$ cat src/verilog/part_cfg_pkg.sv
// Constants and types for the partition resource configuration bank
package part_cfg_pkg;

  // Register byte offsets
  localparam logic [15:0] PORTION_WIDTH_OFF = 16'h0030;
  localparam logic [15:0] PART_SELECT_OFF   = 16'h0100;
  localparam logic [15:0] BW_STRIDE_OFF     = 16'h0500;
  localparam logic [15:0] PORTION_MAP_OFF   = 16'h1000;

  // Field positions and widths
  localparam int SEL_WIDTH     = 16;
  localparam int INTERNAL_BIT  = 16;
  localparam int STRIDE_WIDTH  = 6;
  localparam int STRIDE_EN_BIT = 31;
  localparam int MAP_WIDTH     = 8;

  // Reset values
  localparam logic [SEL_WIDTH-1:0]    SEL_RESET    = 16'h0000;
  localparam logic                    EN_RESET     = 1'b0;
  localparam logic [STRIDE_WIDTH-1:0] STRIDE_RESET = 6'h00;
  localparam logic [MAP_WIDTH-1:0]    MAP_RESET    = 8'hff;
  localparam logic [15:0]             MAP_WD_VALUE = 16'h0008;

  // One stored partition entry
  typedef struct packed {
    logic                    strideEn;
    logic [STRIDE_WIDTH-1:0] strideMinusOne;
    logic [MAP_WIDTH-1:0]    portionMap;
  } part_entry_t;

  // APB request carried as one bundle
  typedef struct packed {
    logic        psel;
    logic        penable;
    logic        pwrite;
    logic [15:0] paddr;
    logic [31:0] pwdata;
    logic        pprot1;
  } apb_req_t;

  // Decoded register target
  typedef enum logic [2:0] {
    REG_NONE, REG_WIDTH, REG_SELECT, REG_STRIDE, REG_MAP
  } reg_sel_t;

endpackage

$ cat src/verilog/partition_resource_config.sv
// Partition resource configuration bank with APB register slave
`timescale 1ns/1ps
module partition_resource_config
  import part_cfg_pkg::*;
#(
  parameter int NUM_ENTRIES = 16
) (
  // Clock and reset
  input  wire logic                    mclk,
  input  wire logic                    rst_n,
  // APB slave, pprot[1] high marks a nonsecure access
  input  wire apb_req_t                apbReq,
  output logic                         pready,
  output logic [31:0]                  prdata,
  output logic                         pslverr,
  // Lookup port for the cache allocation and bandwidth logic
  input  wire logic                    lookupNonsecure,
  input  wire logic [SEL_WIDTH-1:0]    lookupPartition,
  output logic                         lookupStrideEn,
  output logic [STRIDE_WIDTH-1:0]      lookupStride,
  output logic [MAP_WIDTH-1:0]         lookupPortionMap,
  // Current selectors, for observation
  output logic [SEL_WIDTH-1:0]         secureSelect,
  output logic [SEL_WIDTH-1:0]         nonsecureSelect
);

  localparam int IDX_W = $clog2(NUM_ENTRIES);

  // Decode byte offset to register target
  function automatic reg_sel_t decodeReg(input logic [15:0] addr);
    case (addr)
      PORTION_WIDTH_OFF: decodeReg = REG_WIDTH;
      PART_SELECT_OFF:   decodeReg = REG_SELECT;
      BW_STRIDE_OFF:     decodeReg = REG_STRIDE;
      PORTION_MAP_OFF:   decodeReg = REG_MAP;
      default:           decodeReg = REG_NONE;
    endcase
  endfunction

  // Selector in range of stored entries
  function automatic logic inRange(input logic [SEL_WIDTH-1:0] sel);
    inRange = ({16'h0000, sel} < 32'(NUM_ENTRIES));
  endfunction

  // Entry arrays, one per security state
  part_entry_t secTable_q [NUM_ENTRIES];   // Secure entries
  part_entry_t nsTable_q  [NUM_ENTRIES];   // Nonsecure entries
  logic [SEL_WIDTH-1:0] secSel_q;          // Secure selector copy
  logic [SEL_WIDTH-1:0] nsSel_q;           // Nonsecure selector copy
  logic                 pready_q;          // Access phase answer
  logic [31:0]          prdata_q;          // Registered read data
  logic                 pslverr_q;         // Registered error
  logic                 lkEn_q;            // Lookup enable result
  logic [STRIDE_WIDTH-1:0] lkStride_q;     // Lookup stride result
  logic [MAP_WIDTH-1:0]    lkMap_q;        // Lookup map result

  // Combinational decode of the current request
  reg_sel_t             target;            // Addressed register
  logic                 nonsec;            // Access security state
  logic [SEL_WIDTH-1:0] curSel;            // Selector for this state
  logic                 selOk;             // Selector has an entry
  logic [IDX_W-1:0]     curIdx;            // Entry index
  part_entry_t          curEntry;          // Addressed entry
  logic                 accessCycle;       // Access phase, answering
  logic                 doWrite;           // Write takes effect now
  logic [31:0]          readWord;          // Word to return

  always_comb begin
    target      = decodeReg(apbReq.paddr);
    nonsec      = apbReq.pprot1;
    // Bank picked by security state of the access
    curSel      = nonsec ? nsSel_q : secSel_q;
    selOk       = inRange(curSel);
    curIdx      = curSel[IDX_W-1:0];
    curEntry    = nonsec ? nsTable_q[curIdx] : secTable_q[curIdx];
    accessCycle = apbReq.psel && apbReq.penable && !pready_q;
    doWrite     = accessCycle && apbReq.pwrite;
  end

  // Read mux; reserved bits and bit 16 read zero
  always_comb begin
    readWord = 32'h0000_0000;
    case (target)
      REG_WIDTH: begin
        // Fixed width report
        readWord[15:0] = MAP_WD_VALUE;
      end
      REG_SELECT: begin
        // Internal flag is never set
        readWord[SEL_WIDTH-1:0] = curSel;
      end
      REG_STRIDE: begin
        if (selOk) begin
          readWord[STRIDE_EN_BIT]       = curEntry.strideEn;
          readWord[STRIDE_WIDTH-1:0]    = curEntry.strideMinusOne;
        end
      end
      REG_MAP: begin
        if (selOk) begin
          readWord[MAP_WIDTH-1:0] = curEntry.portionMap;
        end
      end
      default: begin
        readWord = 32'h0000_0000;
      end
    endcase
  end

  // Selector copies; a write reaches only its own state's copy
  always_ff @(posedge mclk or negedge rst_n) begin
    if (!rst_n) begin
      secSel_q <= SEL_RESET;
      nsSel_q  <= SEL_RESET;
    end else if (doWrite && target == REG_SELECT) begin
      // Bits above the selector are dropped
      if (nonsec) begin
        nsSel_q <= apbReq.pwdata[SEL_WIDTH-1:0];
      end else begin
        secSel_q <= apbReq.pwdata[SEL_WIDTH-1:0];
      end
    end
  end

  // Entry tables; software is expected to set the selector first
  always_ff @(posedge mclk or negedge rst_n) begin
    if (!rst_n) begin
      for (int i = 0; i < NUM_ENTRIES; i++) begin
        // Every portion open, regulation off after reset
        secTable_q[i] <= '{EN_RESET, STRIDE_RESET, MAP_RESET};
        nsTable_q[i]  <= '{EN_RESET, STRIDE_RESET, MAP_RESET};
      end
    end else if (doWrite && selOk) begin
      if (target == REG_STRIDE) begin
        // Separate stride copies per state
        if (nonsec) begin
          nsTable_q[curIdx].strideEn <= apbReq.pwdata[STRIDE_EN_BIT];
          nsTable_q[curIdx].strideMinusOne <=
            apbReq.pwdata[STRIDE_WIDTH-1:0];
        end else begin
          secTable_q[curIdx].strideEn <= apbReq.pwdata[STRIDE_EN_BIT];
          secTable_q[curIdx].strideMinusOne <=
            apbReq.pwdata[STRIDE_WIDTH-1:0];
        end
      end else if (target == REG_MAP) begin
        // Separate portion maps per state; upper bits ignored
        if (nonsec) begin
          nsTable_q[curIdx].portionMap <= apbReq.pwdata[MAP_WIDTH-1:0];
        end else begin
          secTable_q[curIdx].portionMap <= apbReq.pwdata[MAP_WIDTH-1:0];
        end
      end
    end
  end

  // APB answer: one wait state, ready in the second access cycle
  always_ff @(posedge mclk or negedge rst_n) begin
    if (!rst_n) begin
      pready_q  <= 1'b0;
      prdata_q  <= 32'h0000_0000;
      pslverr_q <= 1'b0;
    end else if (accessCycle) begin
      pready_q  <= 1'b1;
      prdata_q  <= apbReq.pwrite ? 32'h0000_0000 : readWord;
      // Unmapped offsets read zero, ignore writes, and flag an error
      pslverr_q <= (target == REG_NONE);
    end else begin
      pready_q  <= 1'b0;
      prdata_q  <= 32'h0000_0000;
      pslverr_q <= 1'b0;
    end
  end

  // Lookup for the regulators, registered one cycle
  always_ff @(posedge mclk or negedge rst_n) begin
    if (!rst_n) begin
      lkEn_q     <= EN_RESET;
      lkStride_q <= STRIDE_RESET;
      lkMap_q    <= MAP_RESET;
    end else if (inRange(lookupPartition)) begin
      if (lookupNonsecure) begin
        lkEn_q     <= nsTable_q[lookupPartition[IDX_W-1:0]].strideEn;
        lkStride_q <= nsTable_q[lookupPartition[IDX_W-1:0]].strideMinusOne;
        lkMap_q    <= nsTable_q[lookupPartition[IDX_W-1:0]].portionMap;
      end else begin
        lkEn_q     <= secTable_q[lookupPartition[IDX_W-1:0]].strideEn;
        lkStride_q <= secTable_q[lookupPartition[IDX_W-1:0]].strideMinusOne;
        lkMap_q    <= secTable_q[lookupPartition[IDX_W-1:0]].portionMap;
      end
    end else begin
      // Unknown partitions: unregulated, full access
      lkEn_q     <= EN_RESET;
      lkStride_q <= STRIDE_RESET;
      lkMap_q    <= MAP_RESET;
    end
  end

  // Stride is a cost: 0 is the largest share, applied downstream
  assign lookupStrideEn   = lkEn_q;
  assign lookupStride     = lkStride_q;
  assign lookupPortionMap = lkMap_q;
  assign secureSelect     = secSel_q;
  assign nonsecureSelect  = nsSel_q;
  assign pready           = pready_q;
  assign prdata           = prdata_q;
  assign pslverr          = pslverr_q;

endmodule // partition_resource_config
$ cat config.mk
export PLATFORM = sky130hd
export DESIGN_NAME = partition_resource_config
export DESIGN_NICKNAME = d
export VERILOG_FILES = /design/src/verilog/part_cfg_pkg.sv /design/src/verilog/partition_resource_config.sv
export SDC_FILE = /design/constraint.sdc
export NUM_CORES = 1
export LEC_CHECK = 0
export BUFFER_PORTS_ARGS = -buffer_cell sky130_fd_sc_hd__buf_2
export CAP_MARGIN = 20
export CORE_ASPECT_RATIO = 0.75
export CORE_UTILIZATION = 45
export CTS_BUF_LIST = sky130_fd_sc_hd__clkbuf_8
export DETAILED_ROUTE_END_ITERATION = 6
export PLACE_DENSITY = 0.68
export SKIP_LAST_GASP = 1
export SYNTH_ARGS = -nofsm -noshare
export SYNTH_HDL_FRONTEND = slang
export SYNTH_SLANG_ARGS = --single-unit
$ cat constraint.sdc
create_clock -name mclk -period 5.9 [get_ports mclk]
set_input_delay 1.18 -clock mclk [delete_from_list [all_inputs] [get_ports mclk]]
set_output_delay 1.18 -clock mclk [all_outputs]
set_load 0.05 [all_outputs]
Word-level counts from Yosys, hierarchy flattened
Cells that the tools add are included.

Magnitude comparators: 5. Equal/unequal tests: 12. Multiplexer cells: 52. Bitwise operators: 3. Reduce and logical (&&, ||, !) cells: 13.

Operator list (number): $mux W240 (8); $bwmux W240 (6); $bmux W15 S4 (4); $demux W15 S4 (3); $mux W15 (10); $mux W32 (2); $mux W8 (5); $lt A16 B5 Y1 const B (2); $pmux W6 S4 (1); $mux W6 (3); $eq A16 B11 Y1 const B (1); $eq A16 B13 Y1 const B (1); $eq A16 B6 Y1 const B (1); $eq A16 B9 Y1 const B (1); $mux W16 (1); $mux W14 (1); $pmux W3 S4 (1); $ge A5 B5 Y1 const B (2); $not A4 Y5 (2); $ne A2 B2 Y1 const B (4); $reduce_and A4 Y1 (2); $eq A3 B2 Y1 const B (2); $logic_and A1 B1 Y1 (6); $mux W1 (6); 9 further kinds (10).

Flip-flop bits (word level): 561. Input bits: 71. Output and inout bits: 81. Word-level logic and storage cells: 189.

Logic depth before layout (Yosys ltp)
Gate-level depths: netlist of run 1.

Word-level depth: 10. Mapped depth: 11. Gate-level depth less buffers: 7.

Least setup slack after synthesis of run 1
No wires, ideal clock.

Path type: input -> register. Start: in apbReq[0] in the netlist's numbering. End: reg prdata_q[1] (netlist: prdata[1]). Library setup time: 0.142 ns. Data arrival time: 3.405 ns. Setup slack: 2.353 ns. Stages: 10. Buffers on the path: 4. Cells stage by stage: buf_2 mux2_2 buf_2 buf_2 buf_2 mux4_2 a211oi_1 nor2_1 o21ai_0 o2111ai_1.

Word-level cells in the longest chain between the ends: 10. Elaborated cells on any way between the ends: 15.

Ends and longest elaborated chain: start, declared (line partition_resource_config.sv:12) `input wire apb_req_t apbReq,`; $mux W16 (line partition_resource_config.sv:72) `curSel = nonsec ? nsSel_q : secSel_q;`; $not A4 Y5 (implied by the code) (line partition_resource_config.sv:75) `curEntry = nonsec ? nsTable_q[curIdx] : secTable_q[curIdx];`; $bmux W15 S4 (line partition_resource_config.sv:75); $mux W15 (implied by the code) (2 in a row) (line partition_resource_config.sv:75); $mux W15 (line partition_resource_config.sv:75); $mux W8 or $mux W6 (tied branches) (line partition_resource_config.sv:99, partition_resource_config.sv:93); $pmux W6 S4 (*) (line partition_resource_config.sv:83) `case (target)`; $mux W32 (*) (line partition_resource_config.sv:163) `prdata_q <= apbReq.pwrite ? 32'h0000_0000 : readWord;`; $mux W32 (*) (line partition_resource_config.sv:161) `end else if (accessCycle) begin`; end signal, assigned (line partition_resource_config.sv:163); end, declared (line partition_resource_config.sv:51) `logic [31:0] prdata_q;`.

Mark *: on every way between the ends. The rest lies on a longest branch, timed or not. The select of a mux whose other input is x is not followed. A chain may end at the register's enable or synchronous reset.

Worst setup path in the final report of run 1
Start: in apbReq[36] in the netlist's numbering. End: reg nsTable_q[117] in the netlist's numbering.

Word-level cells in the longest chain between the ends: 5. Elaborated cells on any way between the ends: 12.

Ends and longest elaborated chain: $eq A16 B13 Y1 (tied with other cells) (line partition_resource_config.sv:31) `case (addr)`; $pmux W3 S4 (*) (line partition_resource_config.sv:31); $eq A3 B3 Y1 or $eq A3 B2 Y1 (tied branches) (line partition_resource_config.sv:144, partition_resource_config.sv:133); $ne A2 B2 Y1 (no line) or $reduce_bool A2 Y1 (tied branches); $reduce_and A4 Y1 (no line); end signal, assigned by index (line partition_resource_config.sv:130) `nsTable_q[i] <= '{EN_RESET, STRIDE_RESET, MAP_RESET};`; end, declared (line partition_resource_config.sv:47) `part_entry_t nsTable_q [NUM_ENTRIES];`.

Mark *: on every way between the ends. The rest lies on a longest branch, timed or not.

==> results of run 1 <==
-- flip-flops by register name, summed over array words and instances (netlist names) --
name              flops
nsTable_q           240
secTable_q          240
prdata               17
nonsecureSelect      16
secureSelect         16
lookupPortionMap      8
lookupStride          6
lookupStrideEn        1
pready                1
pslverr               1
-- how the worst min path moves through the flow --
stage / startpoint / endpoint / depth (start not counted)
4_1_cts: secTable_q[128] / secTable_q[128] / 1
3_5_place_dp: secTable_q[128] / secTable_q[128] / 1
2_1_floorplan: secTable_q[102] / secTable_q[102] / 1
5_1_grt: nsTable_q[73] / nsTable_q[73] / 1
6_report: nsTable_q[145] / nsTable_q[145] / 1
3_3_place_gp: nsTable_q[190] / nsTable_q[190] / 1
-- power by group through the flow --
stage	sequential, mW	combinational, mW	clock [mW]
detailed placement	3.82	0.346	0
floorplan	3.82	0.174	0
global placement	3.82	0.339	0
global route	3.75	0.372	3.64
CTS	3.76	0.347	3.47
finish	3.76	0.343	3.42
-- metal layers --
| layer | GRT usage, % | up-vias | share of wire [%] |
|---|---|---|---|
| met5 | 0 | - | 0.015 |
| li1 | - | 7866 | - |
| met4 | 6.67 | 2 | 2.3 |
| met1 | 39.7 | 10300 | 43 |
| met2 | 38.1 | 1056 | 43 |
| met3 | 9.24 | 164 | 12 |
-- layout by cell type, fill, tap and decap left out, types with 10 or more instances in the layout --
cell type	n
a31oi_1	11
mux2i_1	46
o21ai_0	10
a32oi_1	14
nor2_1	69
clkbuf_8	113
inv_1	41
clkinv_2	10
nand2_2	20
conb_1	15
dfstp_2	264
nand3_1	46
nand2_1	203
mux2_2	507
mux4_2	237
dfrtp_1	282
buf_2	118
buf_4	49
-- per-stage QoR --
stage / total power [mW] / utilization [%] / setup slack (ns)
after floorplan: 4.00 / - / 2.35
after global placement: 4.16 / 48.5 / 1.38
after detailed placement: 4.16 / 48.5 / 1.32
after CTS: 7.57 / 51.5 / 2.06
after global routing: 7.77 / 51.5 / 1.87
final: 7.52 / 51.5 / 1.89
-- logic make-up after synthesis --
group / count (synthesis) / synth area share (%)
DFF: 546 / 48.6
muxes: 801 / 40.3
AOI/OAI and AO/OA: 100 / 2.71
other: 1 / 0.0130
and+or+nand+nor: 386 / 5.85
buffers and inverters: 168 / 2.52
-- final cells by class --
cell class,count,share of cell area [%]
Clock inverter,54,0.934
Sequential cell,546,43.3
Timing Repair Buffer,178,3.58
Antenna cell,5,0.0388
Inverter,3,0.0349
Tap cell,850,3.29
Multi-Input combinational cell,1302,44.0
Clock buffer,112,4.78
==> flow_summary.yaml, run 1 <==
outcome:
  status: "finished clean"
final_layout:
  drive_gt1_share_pct: 61.3
  fillers: 5219
  fin_nets: 2192
  fin_area_um2: 32300
  syn_to_final_growth_pct: 12.0
  layout.cells.non_filler: 3050
  multi_input_area_um2: 14200
  seq_area_um2: 14000
yosys:
  synth_common_cells: "mux2_2, dfrtp_1, dfstp_2"
  syn-instance-count: 2002
  yosysUniqueCellTypes: 57
  synth_top_area_share_pct: 24.5
  avgSynthCellArea_um2: 14.4
  yosysMostFrequentCell: "mux2_2"
  synth_area_leaders: "dfrtp_1, dfstp_2, mux2_2"
  ys_seq_elements: 546
  yosys_warnings: 0
  synthArstFlopShare_pct: 100
  synth_top_area_cell: "dfrtp_1"
  synth_edf_count: 0
  synth_top_flop_cell: "dfrtp_1"
  seq_area_frac_synth_pct: 48.6
  synth_area_um2: 28800
critical_path:
  start_kind: "input port"
  critPathKind: "in -> reg"
  cp-startpoint: "apbReq[36]"
  cp.required_ns: 6.49
  regToRegSetupSlack_ns: 2.21
  worst_path_dominant_cell_family: "simple AND/OR/NAND/NOR gates"
  critPathMaxStageDelay_ns: 0.75
  rr_startpoint: "nonsecureSelect[14]"
  timing.critical_path.buf_inv: 1
  reg2reg_to: "secTable_q[198]"
  cp-endpoint: "nsTable_q[117]"
  crit_top_cell: "nand2_1"
  crit_cells: 8
  rr_worst_depth: 7
  worst-path-max-fanout: 16
  cp_slowest_cell: "nor2_2"
  arrival_ns: 4.60
  worstSetupEndpointType: "flop"
  crit_chain: "buf_2, nor4_1, nand3_1, nor3_1, nand2_1, nor2_2, nand2_1, mux2_2"
timing:
  slew_headroom_pct: 25.1
  rsz0062_at_grt: "no"
  finClkSkew_ns: 0.0372
  setup_viol: 0
  hold_viol: 0
  setup_tns_ns: 0
  drv_slew: 0
  worstMarginPinSlew_ns: 1.12
  hold_slack_ns: 0.522
  fmax_ghz: 0.249
  fin_crit_ns: 4.01
  period_share_pct: 68.0
flow_run:
  drv_cap: 0
grt:
  grt_pass1_vias: 19500
  globalRouteTotalUtil_pct: 27.0
  grt_pass1_wl_mm: 129
  grt_remaining_overflow: 0
  antenna_found_initial: 5
  grt_max_degree: 113
detailed_routing:
  vias: 19400
  viasPerCell: 6.36
  ant_nets: 0
  drt_iter0_drc: 2143
  firstDrtPassIters: 6
  drc: 0
  wl_per_cell_um: 28.4
  wl_mm: 86.7
pwr:
  pwr-share-comb_pct: 4.6
  power.leakage_nw: 13.9
  ir_worst_vdd_uv: 124
  p_per_area_nw_per_um2: 233
  pwr-share-seq_pct: 49.9
  switching_share_pct: 24.5
  p_int_mw: 5.68
  power.switching_mw: 1.85
  power.share.clock_pct: 45.5
die:
  num_io_pins: 152
  start_util_pct: 46.0
  die_h_um: 221
  die-area_um2: 65100
  core_um2: 62700
  rows: 79
  die_width_um: 294
place:
  port_buffers: 121
  placed_cell_area_um2: 30400
  place_congestion: 0.915
  placed_cells: 2878
  place_hpwl_mm: 57.6
cts:
  cts_setup_buffers: 0
  cts_sinks: 546
  clk_pin_slew_worst_paths_ns: 0.06
  hold_buffers: 0
  post_cts_resized: 0
  cts_buffers: 90
  clock_path_buffers: 3
  tritoncts: "built"
  clk_latency_ns: 0.71
  clockRootBuffer: "clkbuf_8"
  htree_levels: 3
worst_hold_path:
  min_path_type: "reg -> reg"
Note: power is estimated with default switching activity, not from simulation.
==> inputs of run 2 (changes only) <==
==> constraint.sdc (replaced) <==
create_clock -name mclk -period 3.82 [get_ports mclk]
set_input_delay 0.764 -clock mclk [delete_from_list [all_inputs] [get_ports mclk]]
set_output_delay 0.764 -clock mclk [all_outputs]
set_load 0.05 [all_outputs]
==> flow_summary.yaml, run 2 (synthesized netlist as in run 1, its figures left out) <==
detailed_routing:
  ant_nets: 0
  firstDrtPassIters: 7
  wl_per_cell_um: 28.7
  drt_iter0_drc: 2206
  vias: 19500
  viasPerCell: 6.31
  drc: 1
  wl_mm: 88.7
critical_path:
  worstSetupEndpointType: "flop"
  cp.required_ns: 4.40
  regToRegSetupSlack_ns: 0.03
  critPathKind: "reg -> reg"
  start_kind: "flop"
  cp_slowest_cell: "dfrtp_1"
  critPathMaxStageDelay_ns: 0.75
  rr_worst_depth: 6
  rr_startpoint: "nonsecureSelect[1]"
  cp-endpoint: "nsTable_q[194]"
  arrival_ns: 4.37
  worst-path-max-fanout: 19
  cp-startpoint: "nonsecureSelect[1]"
  reg2reg_to: "nsTable_q[194]"
  crit_top_cell: "nand2_1"
  crit_chain: "mux2_4, buf_4, nand2_1, nor2_1, nand2_1, mux2_2"
final_layout:
  fin_area_um2: 32700
  final_common_cell: "mux2_2"
  fillers: 5193
  fin_nets: 2234
  syn_to_final_growth_pct: 13.4
  drive_gt1_share_pct: 62.3
  final_cell_mix: "mux2_2, dfrtp_1, dfstp_2"
pwr:
  pwr-share-comb_pct: 4.8
  power.leakage_nw: 14.1
  p_int_mw: 8.73
  p_per_area_nw_per_um2: 355
  ir_worst_vdd_uv: 209
  pwr-share-seq_pct: 50.0
  power.share.clock_pct: 45.2
  power.switching_mw: 2.88
  switching_share_pct: 24.8
flow_run:
  drv_cap: 0
timing:
  period_share_pct: 99.2
  setup_tns_ns: 0
  rsz0062_at_grt: "no"
  finClkSkew_ns: 0.0383
  worstMarginPinSlew_ns: 1.02
  fin_crit_ns: 3.79
  setup_viol: 0
  slew_headroom_pct: 32.3
  drv_slew: 0
  hold_slack_ns: 0.129
  hold_viol: 0
  timing.final.ws_setup_ns: 0.0303
  fmax_ghz: 0.264
grt:
  grt_remaining_overflow: 0
  grt_pass1_wl_mm: 132
  globalRouteTotalUtil_pct: 27.6
  grt_pass1_vias: 19700
  antenna_found_initial: 4
  grt_max_degree: 108
die:
  die-area_um2: 65100
  die_h_um: 221
  start_util_pct: 46.0
  rows: 79
  core_um2: 62700
  num_io_pins: 152
  die_width_um: 294
cts:
  post_cts_resized: 0
  clk_pin_slew_worst_paths_ns: 0.06
  cts_setup_buffers: 0
  clk_latency_ns: 0.71
  cts_sinks: 546
  htree_levels: 3
  tritoncts: "built"
  clock_path_buffers: 3
  hold_buffers: 0
  cts_buffers: 93
  clockRootBuffer: "clkbuf_8"
outcome:
  status: "finished, violations left"
  violations: "design-rule violations"
place:
  place_congestion: 0.936
  port_buffers: 121
  placed_cell_area_um2: 30800
  post-place-ws_ns: -0.139
  place_hpwl_mm: 61.4
worst_hold_path:
  min_path_type: "in -> async"
==> run 2: cell count changes in the layout (fill, tap and decap cells not counted) <==
cell,delta
buf_4,+30
buf_12,+10
clkbuf_8,+7
inv_1,-7
bufinv_16,-3
clkinvlp_4,+3
clkinv_2,-2
clkbuf_4,-1
diode_2,-1
==> run 2: power groups by stage <==
stage	registers (mW)	clock network, mW	logic (mW)
floorplan	5.91	0	0.269
global placement	5.90	0	0.549
detailed placement	5.90	0	0.561
CTS	5.80	5.34	0.562
global route	5.80	5.59	0.602
finish	5.80	5.25	0.558
==> run 2: cell type report <==
cell class / instances / area, um^2 / share of cell area (%)
clock inverter: 45 / 198 / 0.605
multi-input combinational: 1302 / 14200 / 43.4
sequential: 546 / 14000 / 42.8
antenna: 4 / 10.0 / 0.0306
tap: 850 / 1060 / 3.25
clock buffer: 119 / 1640 / 5.01
timing repair buffer: 217 / 1570 / 4.81
inverter: 3 / 11.3 / 0.0344
==> run 2: worst min path at each step <==
stage,startpoint,endpoint,cells past startpoint
final,rst_n,secTable_q[233],1
after global routing,rst_n,secTable_q[233],1
after CTS,rst_n,secTable_q[233],1
after detailed placement,nsTable_q[128],nsTable_q[128],1
after global placement,secTable_q[89],secTable_q[89],1
after floorplan,rst_n,lookupStrideEn,0
==> run 2: routing by layer <==
layer  vias up  track usage [%]  wire [um]
met3       142             10.9      10900
met1     10300             40.5      38200
met4         6             6.20       1680
li1       7931                -          -
met5         -                0         41
met2      1069             38.3      37800
==> run 2: critical path, delay by kind of cell (launching register included) <==
family,cells,cell delay (ns)
buf+inv,1,0.39
mux,2,0.94
simple gates,3,1.54
flops,1,0.75
==> run 2: through the flow <==
| stage | cells | util [%] | total power [mW] |
|---|---|---|---|
| finish | 3086 | 52.2 | 11.6 |
| global route | 3083 | 52.2 | 12.0 |
| CTS | 3082 | 52.1 | 11.7 |
| detailed placement | 2918 | 49.2 | 6.46 |
| global placement | 2918 | 49.2 | 6.45 |
| floorplan | 2016 | - | 6.17 |
==> inputs of run 3 (changes only) <==
==> constraint.sdc (replaced) <==
create_clock -name mclk -period 3.82 [get_ports mclk]
set_input_delay 0.764 -clock mclk [delete_from_list [all_inputs] [get_ports mclk]]
set_output_delay 0.764 -clock mclk [all_outputs]
set_load 0.1 [all_outputs]
==> flow_summary.yaml, run 3 (synthesized netlist as in run 1, its figures left out) <==
outcome:
  status: "finished, violations left"
  violations: "design-rule violations, negative setup slack"
place:
  place_hpwl_mm: 61.6
  post-place-ws_ns: -0.143
  place_congestion: 0.936
  placed_cells: 2919
  port_buffers: 121
  placed_cell_area_um2: 30900
final_layout:
  final_common_cell: "mux2_2"
  final_cell_mix: "mux2_2, dfrtp_1, dfstp_2"
  fin_area_um2: 32800
  layout.cells.non_filler: 3089
  drive_gt1_share_pct: 62.3
  syn_to_final_growth_pct: 13.7
  fin_nets: 2234
flow_run:
  drv_cap: 0
detailed_routing:
  routed-wl-met2_mm: 37.8
  viasPerCell: 6.33
  wl_per_cell_um: 28.8
  dr_wl_met3_mm: 10.8
  drc: 2
  drt-met1-wl_mm: 38.3
  vias: 19500
  firstDrtPassIters: 7
  wl_mm: 88.9
  ant_nets: 0
  drt_iter0_drc: 2144
  top_layer: "met5"
cts:
  clk_latency_ns: 0.72
  htree_levels: 3
  cts_sinks: 546
  post_cts_resized: 0
  tritoncts: "built"
  clock_path_buffers: 3
  clk_pin_slew_worst_paths_ns: 0.07
  clockRootBuffer: "clkbuf_8"
  cts_buffers: 92
  cts_setup_buffers: 0
  hold_buffers: 0
pwr:
  power.leakage_nw: 14.2
  ir_worst_vdd_uv: 210
  p_per_area_nw_per_um2: 359
timing:
  setup_viol: 21
  rsz0062_at_grt: "no"
  fin_crit_ns: 3.89
  finClkSkew_ns: 0.0434
  timing.final.ws_setup_ns: -0.0683
  worstMarginPinSlew_ns: 0.987
  fmax_ghz: 0.257
  hold_viol: 0
  slew_headroom_pct: 34.2
  period_share_pct: 102
  drv_slew: 0
grt:
  grt_pass1_wl_mm: 132
  grt_remaining_overflow: 0
  grt_pass1_vias: 20000
  globalRouteTotalUtil_pct: 27.6
  grt_max_degree: 108
  antenna_found_initial: 5
critical_path:
  start_kind: "flop"
  worst-path-max-fanout: 19
  arrival_ns: 4.50
  worstSetupEndpointType: "flop"
  critPathKind: "reg -> reg"
  cp.required_ns: 4.43
worst_hold_path:
  min_path_type: "in -> async"
die:
  die_h_um: 221
  die-area_um2: 65100
  die_width_um: 294
  start_util_pct: 46.0
  core_um2: 62700
  rows: 79
  num_io_pins: 152
-- run 3: changes by cell type in the layout (fill, tap and decap cells not counted) --
| cell | change |
|---|---|
| diode_2 | -1 |
| inv_1 | +1 |
| clkinvlp_4 | -4 |
| buf_4 | +1 |
| clkbuf_8 | +6 |
-- run 3: path summary, 6_finish.rpt --
kind,cells after the start,start,end,slack [ns]
min in group mclk,2,apbReq[12],secureSelect[11],0.33
worst max-delay path,6,nonsecureSelect[1],nsTable_q[15],-0.07
worst min-delay path,1,rst_n,secTable_q[206],0.13
max in group asynchronous,2,rst_n,secTable_q[60],2.62
worst max register to register,6,nonsecureSelect[1],nsTable_q[15],-0.07
worst min register to register,1,secTable_q[190],secTable_q[190],0.52
-- run 3: layer usage --
layer | GRT usage [%] | up-vias
li1 | - | 7942
met1 | 40.2 | 10400
met2 | 38.6 | 1055
met3 | 10.8 | 135
met4 | 6.67 | 8
met5 | 1.18 | -
-- run 3: metrics by stage --
| stage | setup TNS, ns | hold WS, ns | power, mW | util (%) |
|---|---|---|---|---|
| 3_3_place_gp | -8.30 | 0.499 | 6.49 | 49.2 |
| 5_1_grt | 0 | 0.185 | 12.1 | 52.2 |
| 3_5_place_dp | -10.89 | 0.511 | 6.50 | 49.2 |
| 2_1_floorplan | 0 | 0.468 | 6.21 | - |
| 6_report | -0.689 | 0.130 | 11.7 | 52.3 |
| 4_1_cts | 0 | 0.175 | 11.8 | 52.2 |
-- run 3: final cells by class --
cell class                      count  area (um^2)
Tap cell                          850         1060
Multi-Input combinational cell   1302        14200
Inverter                            3         11.3
Sequential cell                   546        14000
Clock inverter                     42          171
Timing Repair Buffer              218         1580
Antenna cell                        3         7.51
Fill cell                        5131        29900
Clock buffer                      125         1720
-- run 3: critical path: stages, from the launching register on --
cell,delay [ns]
dfrtp_1,0.79
mux2_4,0.53
buf_4,0.39
nand2_1,0.30
nor2_1,0.76
nand2_1,0.58
mux2_2,0.44
-- run 3: power by group --
part / internal, mW / switching [mW]
clock network: 2.90 / 2.45
logic: 0.148 / 0.449
registers: 5.80 / 0.000976
total: 8.85 / 2.90
